--- src/design/asc_params.svh ---
// Offsets, field positions, reset values and timing counts of the converter control
`ifndef ASC_PARAMS_SVH
`define ASC_PARAMS_SVH

`define ASC_ADDR_W 5
`define ASC_OFF_CONTROL_MAIN 5'h00
`define ASC_OFF_ACCUMULATION 5'h01
`define ASC_OFF_REF_CLOCK 5'h02
`define ASC_OFF_DELAY 5'h03
`define ASC_OFF_WINDOW 5'h04
`define ASC_OFF_SAMPLE_LEN 5'h05
`define ASC_OFF_COMMAND 5'h08
`define ASC_OFF_EVENT_CTRL 5'h09
`define ASC_OFF_FLAGS 5'h0b
`define ASC_OFF_RESULT_LO 5'h10
`define ASC_OFF_RESULT_HI 5'h11
`define ASC_OFF_LOW_THR_LO 5'h12
`define ASC_OFF_LOW_THR_HI 5'h13
`define ASC_OFF_HIGH_THR_LO 5'h14
`define ASC_OFF_HIGH_THR_HI 5'h15

`define ASC_MASK_CONTROL_MAIN 8'h87
`define ASC_MASK_ACCUMULATION 8'h07
`define ASC_MASK_REF_CLOCK 8'h77
`define ASC_MASK_DELAY 8'hff
`define ASC_MASK_WINDOW 8'h07
`define ASC_MASK_SAMPLE_LEN 8'h1f
`define ASC_RESET_VALUE 8'h00

`define ASC_BIT_ENABLE 0
`define ASC_BIT_CONTINUOUS 1
`define ASC_BIT_RESOLUTION 2
`define ASC_BIT_RUN_STANDBY 7
`define ASC_BIT_CAP_SELECT 6
`define ASC_BIT_DITHER 4
`define ASC_BIT_READY_FLAG 0
`define ASC_BIT_WINDOW_FLAG 1

`define ASC_REF_INTERNAL 2'h0
`define ASC_BASE_SAMPLE_TICKS 6'h02
`define ASC_CONVERT_TICKS 9'h00a
`define ASC_INIT_UNIT 9'h008

`endif

--- src/design/asc_pkg.sv ---
// Types shared by the converter control and its bench
package asc_pkg;

   typedef struct packed {
      logic [4:0] addr;
      logic [7:0] wdata;
      logic wr;
      logic rd;
   } asc_bus_req_type;

   typedef struct packed {
      logic enable;
      logic clk;
      logic sample;
      logic convert;
      logic cap_reduced;
      logic [1:0] ref_select;
   } asc_core_ctl_type;

   typedef enum logic [2:0] {
      ASC_IDLE = 3'b000,
      ASC_INIT = 3'b001,
      ASC_SAMPLE = 3'b010,
      ASC_CONVERT = 3'b011,
      ASC_GAP = 3'b100
   } asc_state_type;

   typedef enum logic [2:0] {
      ASC_WIN_NONE = 3'b000,
      ASC_WIN_BELOW = 3'b001,
      ASC_WIN_ABOVE = 3'b010,
      ASC_WIN_INSIDE = 3'b011,
      ASC_WIN_OUTSIDE = 3'b100
   } asc_window_type;

endpackage : asc_pkg

--- src/design/asc_control.sv ---
// Sequencing control around the successive-approximation converter core
//
// Function
// Enable bit 0 keeps converter active or idle
// Run-in-standby bit 7 keeps converter in standby
// Full resolution stores ten-bit value
// Eight-bit resolution drops two lowest bits
// Continuous mode restarts after each conversion
// Continuous mode sets ready flag per conversion
// Accumulation code selects 1 to 64 samples
// Accumulated samples summed within one conversion
// Capacitor select bit drives analog core
// Reference field picks internal or supply
// Converter clock is peripheral clock over 2^(n+1)
// Startup delay after enable or internal reference
// Startup delay also after deep-sleep wake
// Dither increments inter-sample delay per sample
// Dithered delay wraps from 15 to 0
// Inter-sample gap equals delay field in clocks
// Sampling switch open during the gap
// Window mode selects compare condition
// Start bit reads one while converting
// Ready flag set on result, cleared by software
// Sample length adds clocks beyond two
// Sixteen-bit result accumulator
// Unassigned bits read zero, writes ignored
//
// Implementation choice: the address-and-strobe port.
`timescale 1ns/1ps
`include "asc_params.svh"

module asc_control (
   input wire logic ref_clk_i,
   input wire logic nrst_i,
   input wire asc_pkg::asc_bus_req_type bus_i,
   output logic [7:0] rdata_o,
   input wire logic [9:0] core_data_i,
   input wire logic standby_i,
   input wire logic wake_i,
   input wire logic start_event_i,
   output asc_pkg::asc_core_ctl_type core_o,
   output logic ready_flag_o,
   output logic window_flag_o
);
   import asc_pkg::*;

   ////////////////////////////////////////////////////////////////////////
   // Helper functions

   function automatic logic [8:0] init_ticks(input logic [2:0] code);
      logic [8:0] t;
      t = 9'h000;
      case (code)
         3'h1: t = 9'h010;
         3'h2: t = 9'h020;
         3'h3: t = 9'h040;
         3'h4: t = 9'h080;
         3'h5: t = 9'h100;
         default: t = 9'h000;
      endcase
      return t;
   endfunction : init_ticks

   function automatic logic [6:0] sample_count(input logic [2:0] code);
      logic [6:0] n;
      n = 7'h01;
      if (code != 3'h7) begin
         n = 7'h01 << code;
      end
      return n;
   endfunction : sample_count

   function automatic logic window_match(input logic [2:0] mode, input logic [15:0] r,
                                         input logic [15:0] lo, input logic [15:0] hi);
      logic m;
      m = 1'b0;
      case (mode)
         ASC_WIN_BELOW: m = (r < lo);
         ASC_WIN_ABOVE: m = (r > hi);
         ASC_WIN_INSIDE: m = (r > lo) && (r < hi);
         ASC_WIN_OUTSIDE: m = (r < lo) || (r > hi);
         default: m = 1'b0;
      endcase
      return m;
   endfunction : window_match

   ////////////////////////////////////////////////////////////////////////
   // Registers

   logic [7:0] ctrl_main_q;
   logic [7:0] accum_q;
   logic [7:0] ref_clock_q;
   logic [7:0] delay_q;
   logic [7:0] window_q;
   logic [7:0] sample_len_q;
   logic [7:0] event_ctrl_q;
   logic [15:0] low_thr_q;
   logic [15:0] high_thr_q;
   logic [15:0] result_q;
   logic busy_q;
   logic ready_q;
   logic window_hit_q;
   logic need_init_q;
   logic event_q;
   logic [7:0] div_q;
   logic [7:0] rdata_q;
   asc_core_ctl_type core_q;
   asc_state_type state_q;
   logic [8:0] cnt_q;
   logic [6:0] idx_q;
   logic [15:0] acc_q;

   logic wr_main, wr_ref, wr_delay, wr_cmd, wr_flags;
   logic rd_result;
   logic active;
   logic tick;
   logic [7:0] div_mask;
   logic start_req;
   logic sample_done;
   logic conv_done;
   logic [15:0] sample_val;
   logic [15:0] acc_d;
   logic [8:0] sample_ticks;
   logic [8:0] gap_ticks;
   logic [6:0] n_samples;

   assign wr_main = bus_i.wr && (bus_i.addr == `ASC_OFF_CONTROL_MAIN);
   assign wr_ref = bus_i.wr && (bus_i.addr == `ASC_OFF_REF_CLOCK);
   assign wr_delay = bus_i.wr && (bus_i.addr == `ASC_OFF_DELAY);
   assign wr_cmd = bus_i.wr && (bus_i.addr == `ASC_OFF_COMMAND);
   assign wr_flags = bus_i.wr && (bus_i.addr == `ASC_OFF_FLAGS);
   assign rd_result = bus_i.rd && ((bus_i.addr == `ASC_OFF_RESULT_LO) || (bus_i.addr == `ASC_OFF_RESULT_HI));

   // Converter runs only when enabled and not stopped by standby
   assign active = ctrl_main_q[`ASC_BIT_ENABLE] &&
                   !(standby_i && !ctrl_main_q[`ASC_BIT_RUN_STANDBY]); // see R1

   ////////////////////////////////////////////////////////////////////////
   // Plain control registers

   always_ff @(posedge ref_clk_i) begin
      if (!nrst_i) begin
         ctrl_main_q <= `ASC_RESET_VALUE;
         accum_q <= `ASC_RESET_VALUE;
         ref_clock_q <= `ASC_RESET_VALUE;
         window_q <= `ASC_RESET_VALUE;
         sample_len_q <= `ASC_RESET_VALUE;
         event_ctrl_q <= `ASC_RESET_VALUE;
         low_thr_q <= 16'h0000;
         high_thr_q <= 16'h0000;
      end else if (bus_i.wr) begin
         case (bus_i.addr)
            `ASC_OFF_CONTROL_MAIN: ctrl_main_q <= bus_i.wdata & `ASC_MASK_CONTROL_MAIN;
            `ASC_OFF_ACCUMULATION: accum_q <= bus_i.wdata & `ASC_MASK_ACCUMULATION;
            `ASC_OFF_REF_CLOCK: ref_clock_q <= bus_i.wdata & `ASC_MASK_REF_CLOCK;
            `ASC_OFF_WINDOW: window_q <= bus_i.wdata & `ASC_MASK_WINDOW;
            `ASC_OFF_SAMPLE_LEN: sample_len_q <= bus_i.wdata & `ASC_MASK_SAMPLE_LEN;
            `ASC_OFF_EVENT_CTRL: event_ctrl_q <= {7'h00, bus_i.wdata[0]};
            `ASC_OFF_LOW_THR_LO: low_thr_q[7:0] <= bus_i.wdata;
            `ASC_OFF_LOW_THR_HI: low_thr_q[15:8] <= bus_i.wdata;
            `ASC_OFF_HIGH_THR_LO: high_thr_q[7:0] <= bus_i.wdata;
            `ASC_OFF_HIGH_THR_HI: high_thr_q[15:8] <= bus_i.wdata;
            default: ;
         endcase
      end
   end

   // Delay register, software write beats the dither step
   always_ff @(posedge ref_clk_i) begin
      if (!nrst_i) begin
         delay_q <= `ASC_RESET_VALUE;
      end else if (wr_delay) begin
         delay_q <= bus_i.wdata & `ASC_MASK_DELAY;
      end else if (sample_done && delay_q[`ASC_BIT_DITHER]) begin
         delay_q[3:0] <= delay_q[3:0] + 4'h1; // see R14
      end
   end

   ////////////////////////////////////////////////////////////////////////
   // Converter clock divider

   assign div_mask = 8'((9'h002 << ref_clock_q[2:0]) - 9'h001);
   assign tick = ((div_q & div_mask) == div_mask);

   always_ff @(posedge ref_clk_i) begin
      if (!nrst_i) begin
         div_q <= 8'h00;
      end else if (!active) begin
         div_q <= 8'h00;
      end else begin
         div_q <= div_q + 8'h01;
      end
   end

   ////////////////////////////////////////////////////////////////////////
   // Start requests and startup delay

   always_ff @(posedge ref_clk_i) begin
      if (!nrst_i) begin
         event_q <= 1'b0;
      end else begin
         event_q <= start_event_i;
      end
   end

   assign start_req = (wr_cmd && bus_i.wdata[0]) ||
                      (event_ctrl_q[0] && start_event_i && !event_q);

   always_ff @(posedge ref_clk_i) begin
      if (!nrst_i) begin
         need_init_q <= 1'b0;
      end else if ((wr_main && bus_i.wdata[`ASC_BIT_ENABLE] && !ctrl_main_q[`ASC_BIT_ENABLE]) ||
                   (wr_ref && bus_i.wdata[5:4] == `ASC_REF_INTERNAL &&
                    ref_clock_q[5:4] != `ASC_REF_INTERNAL)) begin
         need_init_q <= 1'b1;
      end else if (wake_i) begin
         need_init_q <= 1'b1;
      end else if (state_q == ASC_IDLE && start_req && active) begin
         need_init_q <= 1'b0;
      end
   end

   ////////////////////////////////////////////////////////////////////////
   // Sample sequencing

   assign n_samples = sample_count(accum_q[2:0]);
   assign sample_ticks = {3'h0, `ASC_BASE_SAMPLE_TICKS + {1'b0, sample_len_q[4:0]}};
   assign gap_ticks = {5'h00, delay_q[3:0]};
   assign sample_val = ctrl_main_q[`ASC_BIT_RESOLUTION] ? {8'h00, core_data_i[9:2]}
                                                        : {6'h00, core_data_i};
   assign acc_d = acc_q + sample_val;
   assign sample_done = (state_q == ASC_CONVERT) && tick && (cnt_q == `ASC_CONVERT_TICKS - 9'h001);
   assign conv_done = sample_done && (idx_q == n_samples - 7'h01);

   always_ff @(posedge ref_clk_i) begin
      if (!nrst_i || !active) begin
         state_q <= ASC_IDLE;
         cnt_q <= 9'h000;
      end else begin
         case (state_q)
            ASC_IDLE: begin
               cnt_q <= 9'h000;
               if (start_req) begin
                  state_q <= (need_init_q && init_ticks(delay_q[7:5]) != 9'h000) ? ASC_INIT : ASC_SAMPLE;
               end
            end
            ASC_INIT: begin
               if (tick) begin
                  if (cnt_q == init_ticks(delay_q[7:5]) - 9'h001) begin
                     state_q <= ASC_SAMPLE;
                     cnt_q <= 9'h000;
                  end else begin
                     cnt_q <= cnt_q + 9'h001;
                  end
               end
            end
            ASC_SAMPLE: begin
               if (tick) begin
                  if (cnt_q == sample_ticks - 9'h001) begin
                     state_q <= ASC_CONVERT;
                     cnt_q <= 9'h000;
                  end else begin
                     cnt_q <= cnt_q + 9'h001;
                  end
               end
            end
            ASC_CONVERT: begin
               if (tick) begin
                  if (sample_done) begin
                     cnt_q <= 9'h000;
                     if (conv_done && !ctrl_main_q[`ASC_BIT_CONTINUOUS]) begin
                        state_q <= ASC_IDLE;
                     end else if ((delay_q[3:0] + {3'h0, delay_q[`ASC_BIT_DITHER]}) != 4'h0) begin
                        state_q <= ASC_GAP; // see R5
                     end else begin
                        state_q <= ASC_SAMPLE;
                     end
                  end else begin
                     cnt_q <= cnt_q + 9'h001;
                  end
               end
            end
            ASC_GAP: begin
               if (tick) begin
                  if (cnt_q + 9'h001 >= gap_ticks) begin
                     state_q <= ASC_SAMPLE;
                     cnt_q <= 9'h000;
                  end else begin
                     cnt_q <= cnt_q + 9'h001;
                  end
               end
            end
            default: begin
               state_q <= ASC_IDLE;
               cnt_q <= 9'h000;
            end
         endcase
      end
   end

   // Accumulator and sample index
   always_ff @(posedge ref_clk_i) begin
      if (!nrst_i || !active || state_q == ASC_IDLE) begin
         acc_q <= 16'h0000;
         idx_q <= 7'h00;
      end else if (conv_done) begin
         acc_q <= 16'h0000;
         idx_q <= 7'h00;
      end else if (sample_done) begin
         acc_q <= acc_d;
         idx_q <= idx_q + 7'h01;
      end
   end

   always_ff @(posedge ref_clk_i) begin
      if (!nrst_i) begin
         result_q <= 16'h0000;
      end else if (conv_done) begin
         result_q <= acc_d; // see R3 see R4
      end
   end

   // Start bit stays high while a conversion runs
   always_ff @(posedge ref_clk_i) begin
      if (!nrst_i || !active) begin
         busy_q <= 1'b0;
      end else if (state_q == ASC_IDLE) begin
         busy_q <= start_req;
      end else if (conv_done && !ctrl_main_q[`ASC_BIT_CONTINUOUS]) begin
         busy_q <= 1'b0;
      end
   end

   ////////////////////////////////////////////////////////////////////////
   // Flags, setting wins over clearing

   always_ff @(posedge ref_clk_i) begin
      if (!nrst_i) begin
         ready_q <= 1'b0;
      end else if (conv_done) begin
         ready_q <= 1'b1; // see R6
      end else if ((wr_flags && bus_i.wdata[`ASC_BIT_READY_FLAG]) || rd_result) begin
         ready_q <= 1'b0;
      end
   end

   always_ff @(posedge ref_clk_i) begin
      if (!nrst_i) begin
         window_hit_q <= 1'b0;
      end else if (conv_done && window_match(window_q[2:0], acc_d, low_thr_q, high_thr_q)) begin
         window_hit_q <= 1'b1;
      end else if ((wr_flags && bus_i.wdata[`ASC_BIT_WINDOW_FLAG]) || rd_result) begin
         window_hit_q <= 1'b0;
      end
   end

   ////////////////////////////////////////////////////////////////////////
   // Read port, data valid only in the cycle after the strobe

   always_ff @(posedge ref_clk_i) begin
      if (!nrst_i || !bus_i.rd) begin
         rdata_q <= 8'h00;
      end else begin
         case (bus_i.addr)
            `ASC_OFF_CONTROL_MAIN: rdata_q <= ctrl_main_q;
            `ASC_OFF_ACCUMULATION: rdata_q <= accum_q;
            `ASC_OFF_REF_CLOCK: rdata_q <= ref_clock_q;
            `ASC_OFF_DELAY: rdata_q <= delay_q;
            `ASC_OFF_WINDOW: rdata_q <= window_q;
            `ASC_OFF_SAMPLE_LEN: rdata_q <= sample_len_q;
            `ASC_OFF_COMMAND: rdata_q <= {7'h00, busy_q};
            `ASC_OFF_EVENT_CTRL: rdata_q <= event_ctrl_q;
            `ASC_OFF_FLAGS: rdata_q <= {6'h00, window_hit_q, ready_q};
            `ASC_OFF_RESULT_LO: rdata_q <= result_q[7:0];
            `ASC_OFF_RESULT_HI: rdata_q <= result_q[15:8];
            `ASC_OFF_LOW_THR_LO: rdata_q <= low_thr_q[7:0];
            `ASC_OFF_LOW_THR_HI: rdata_q <= low_thr_q[15:8];
            `ASC_OFF_HIGH_THR_LO: rdata_q <= high_thr_q[7:0];
            `ASC_OFF_HIGH_THR_HI: rdata_q <= high_thr_q[15:8];
            default: rdata_q <= 8'h00;
         endcase
      end
   end

   ////////////////////////////////////////////////////////////////////////
   // Analog core controls

   always_ff @(posedge ref_clk_i) begin
      if (!nrst_i) begin
         core_q <= '0;
      end else begin
         core_q.enable <= active; // see R1
         core_q.clk <= active && div_q[ref_clock_q[2:0]];
         core_q.sample <= (state_q == ASC_SAMPLE);
         core_q.convert <= (state_q == ASC_CONVERT);
         core_q.cap_reduced <= ref_clock_q[`ASC_BIT_CAP_SELECT];
         core_q.ref_select <= ref_clock_q[5:4];
      end
   end

   assign core_o = core_q;
   assign rdata_o = rdata_q;
   assign ready_flag_o = ready_q;
   assign window_flag_o = window_hit_q;

endmodule : asc_control

--- config.mk ---
export PLATFORM = sky130hd
export DESIGN_NAME = asc_control
export DESIGN_NICKNAME = d
export VERILOG_FILES = /design/src/design/asc_pkg.sv /design/src/design/asc_control.sv
export VERILOG_INCLUDE_DIRS = /design/src /design/src/design
export SDC_FILE = /design/constraint.sdc
export NUM_CORES = 1
export LEC_CHECK = 0
export BUFFER_PORTS_ARGS = -buffer_cell sky130_fd_sc_hd__buf_2
export CAP_MARGIN = 20
export CELL_PAD_IN_SITES_DETAIL_PLACEMENT = 0
export CELL_PAD_IN_SITES_GLOBAL_PLACEMENT = 1
export CORE_MARGIN = 5
export CORE_UTILIZATION = 42
export DETAILED_ROUTE_END_ITERATION = 12
export GPL_TIMING_DRIVEN = 1
export HOLD_SLACK_MARGIN = 0.06
export PLACE_DENSITY = 0.75
export SYNTH_ARGS = -nofsm -noshare
export SYNTH_HDL_FRONTEND = slang
export SYNTH_SLANG_ARGS = --single-unit
--- constraint.sdc ---
create_clock -name ref_clk_i -period 4.3 [get_ports ref_clk_i]
set_input_delay 0.86 -clock ref_clk_i [delete_from_list [all_inputs] [get_ports ref_clk_i]]
set_output_delay 0.86 -clock ref_clk_i [all_outputs]
set_load 0.05 [all_outputs]
==> results.json <==
{
  "status": "finished clean",
  "sw_frac_of_total_pct": 26.0,
  "synth-seq-cells": 141,
  "clock_tree.htree_level_count": 4,
  "holdPathStages": 2,
  "tns_ps": 0,
  "p_int_w": 0.00229,
  "gr-max-usage-layer": "met2",
  "slew_violations": 0,
  "drc": 0,
  "postSynthCellCount": 1050,
  "setup_slack_ps": 161,
  "row_count": 51,
  "cp_max_fo": 5,
  "critPathRequiredTime_ps": 4570,
  "ir_worst_vdd_mv": 0.282,
  "ant_nets": 0,
  "max_freq_ghz": 0.242,
  "grt_antenna_before_repair": 0,
  "avgSynthCellArea_um2": 7.98,
  "tightest_slew_ps": 940,
  "numCtsBuffers": 17,
  "power_w": 0.00309,
  "core-area_um2": 19500,
  "crit_chain": "buf_12 > mux2_2 > ha_1 > nor2b_1 > o31a_1 > o31ai_2 > buf_4 > a21oi_1 > a31o_2 > xor2_2 > ha_1 > buf_4 > o211ai_1 > a21oi_1 > nor4b_2 > nor2_1 > nand3b_1 > a31oi_1 > a211oi_1",
  "cp_data_arrival_time_ps": 4410,
  "grt_max_degree": 78,
  "synth_nets": 1138,
  "synth_warnings": 0,
  "cts_root_buf": "clkbuf_16",
  "hold_ws_ps": 460,
  "syn2layout_area_growth_pct": 18.6,
  "grtUsageTotal_pct": 22.9,
  "cts_max_path_buffers": 2,
  "critPathSlowestCell": "dfxtp_4",
  "max_stage_delay_ps": 390,
  "synth-edff-count": 0,
  "fin_nets": 1204,
  "crit_path_start_kind": "flop",
  "drive_above_1_share_pct": 16.3,
  "hp-class": "flop to flop",
  "overflow": 0,
  "path_depth": 19,
  "setup_viol": 0,
  "max_cap_viol_count": 0,
  "fin_crit_sh_pct": 96.3,
  "layout_common_cells": "dfxtp_1, nand2_1, a21oi_1, nor2_1, nand3_1",
  "p_leak_nw": 3.70,
  "tritoncts": "done",
  "synth_ff_type": "dfxtp_1",
  "yosysUniqueCellTypes": 69,
  "p_switching_w": 0.000805,
  "power_frac_seq_pct": 42.6,
  "fp.dieH_um": 151,
  "clock_skew_ps": 14.3,
  "power.share.combinational_pct": 6.3,
  "via_per_inst": 5.60,
  "multi_input_area_um2": 5230,
  "grt_pass1_wl_um": 40500,
  "hold_viol_final": 0,
  "nFillCells": 1975,
  "dieArea_um2": 22900,
  "cts.sinks": 141,
  "ioPinCount": 47,
  "insertion_delay_ps": 430,
  "layout_commonest_cell": "dfxtp_1",
  "ys_seq_area_share_pct": 33.7,
  "firstDrtPassIters": 5,
  "p_per_area_nw_per_um2": 311,
  "crit_path_end_kind": "flop",
  "async_reset_ff_share_pct": 0,
  "cts_hold_buffers": 0,
  "p_clk_share_pct": 51.1,
  "wl_per_cell_um": 18.5,
  "initial_core_util_pct": 42.9,
  "routed_wirelength_um": 25900,
  "slew-limit-headroom_pct": 37.3,
  "drt_iter0_markers": 605,
  "via_count": 7815,
  "dp_slack_ps": -526,
  "fp.dieW_um": 151,
  "met2_usage_pct": 34.3,
  "routabilityCongestion": 0.879,
  "seq_area_um2": 2830,
  "met3_usage_pct": 4.07,
  "worstRegToRegCells": 19,
  "path_clk_slew_ps": 60,
  "path_buf_inv": 3,
  "post-route-min-period_ps": 4140,
  "path_class": "flop to flop",
  "grt_use_met1_pct": 33.8,
  "netlist_area_um2": 8380,
  "hpwl_um": 18800,
  "critPathTopFamily": "compound AO/OA/AOI/OAI gates",
  "port-buffer-count": 46,
  "grt_pass1_vias": 7143
}
==> logic make-up (layout without fill, tap and decap cells) <==
family | after synthesis | in the layout | share of synthesized area (%)
buffers and inverters | 114 | 193 | 5.36
adders and majority gates | 59 | 59 | 8.87
muxes | 37 | 37 | 4.82
AOI/OAI and AO/OA | 234 | 234 | 17.7
xor gates and xnor gates | 56 | 56 | 5.85
and+or+nand+nor | 409 | 409 | 23.7
DFF | 141 | 141 | 33.7
other | 0 | 1 | 0
==> power groups by stage <==
stage	combinational [W]	clock, W	sequential (W)
6_report	0.000193	0.00158	0.00132
5_1_grt	0.000211	0.00168	0.00132
4_1_cts	0.000188	0.00160	0.00132
3_5_place_dp	0.000186	0	0.00135
3_3_place_gp	0.000184	0	0.00135
2_1_floorplan	0.000108	0	0.00134
==> synthesized netlist by cell type (5+ instances only) <==
master | count | share of area (%)
nand2b_1 | 5 | 0.37
xnor2_1 | 30 | 3.1
a31oi_1 | 16 | 1.2
o21ai_0 | 33 | 2.0
or4_1 | 5 | 0.45
o211ai_1 | 5 | 0.45
dfxtp_1 | 141 | 34
clkbuf_1 | 41 | 1.8
a221oi_1 | 9 | 0.94
and3_1 | 11 | 0.82
nor4_1 | 6 | 0.45
nor2_1 | 96 | 4.3
and2_1 | 9 | 0.67
mux2_2 | 7 | 0.94
nor2b_1 | 13 | 0.97
a211oi_1 | 11 | 0.99
nand2_1 | 125 | 5.6
inv_1 | 52 | 2.3
ha_1 | 57 | 8.5
xor2_1 | 26 | 2.7
a41oi_1 | 5 | 0.52
nand3_1 | 74 | 4.4
a22oi_1 | 19 | 1.7
nor3_1 | 19 | 1.1
buf_2 | 17 | 1.0
a21o_1 | 6 | 0.54
nand4_1 | 15 | 1.1
mux2i_1 | 28 | 3.3
a21oi_1 | 97 | 5.8
==> flip-flops by register name, summed over array words and instances (netlist names), 4 cells and up <==
name          count
high_thr_q       16
rdata_o           8
core_o            7
delay_q           8
div_q             8
result_q         16
low_thr_q        16
ref_clock_q       6
sample_len_q      5
idx_q             7
acc_q            16
cnt_q             9
ctrl_main_q       4
==> path summary, 6_finish.rpt <==
check,startpoint,to,slack [ps]
hold reg to reg,acc_q[6],acc_q[6],460
setup / recovery,ctrl_main_q[2],window_flag_o,160
setup reg to reg,ctrl_main_q[2],window_flag_o,160
hold / removal,acc_q[6],acc_q[6],460
==> worst min-delay path: stages, from the launching register on <==
cell and delay (ps):
dfxtp_1 310, nand2_1 50, a21oi_1 50
==> layout make-up <==
| type | count | share of cell area (%) |
|---|---|---|
| Clock buffer | 18 | 4.42 |
| Tap cell | 265 | 3.34 |
| Sequential cell | 141 | 28.4 |
| Antenna cell | 1 | 0.0252 |
| Multi-Input combinational cell | 795 | 52.6 |
| Timing Repair Buffer | 108 | 7.30 |
| Clock inverter | 14 | 1.84 |
| Inverter | 53 | 2.00 |
==> metal layers <==
metal	wire length, um	vias to the layer above
met3	1380	25
met4	399	0
li1	-	3873
met1	12500	3710
met5	0	-
met2	11600	207
==> what timing repair did <==
action	CTS	global route
setup buffers	0	5
cloned	0	1
endpoints found under the hold margin	0	0
setup endpoints to repair	1	1
pin swaps	0	14
resized for setup	2	22
==> per-stage QoR <==
| step | instance area (um^2) | instances | util (%) |
|---|---|---|---|
| 6_report | 9940 | 1395 | 50.9 |
| 3_3_place_gp | 9140 | 1356 | 46.8 |
| 5_1_grt | 9930 | 1394 | 50.9 |
| 3_5_place_dp | 9140 | 1356 | 46.8 |
| 2_1_floorplan | 8380 | 1050 | - |
| 4_1_cts | 9760 | 1388 | 50.0 |
(Power assumes the default switching activity.)
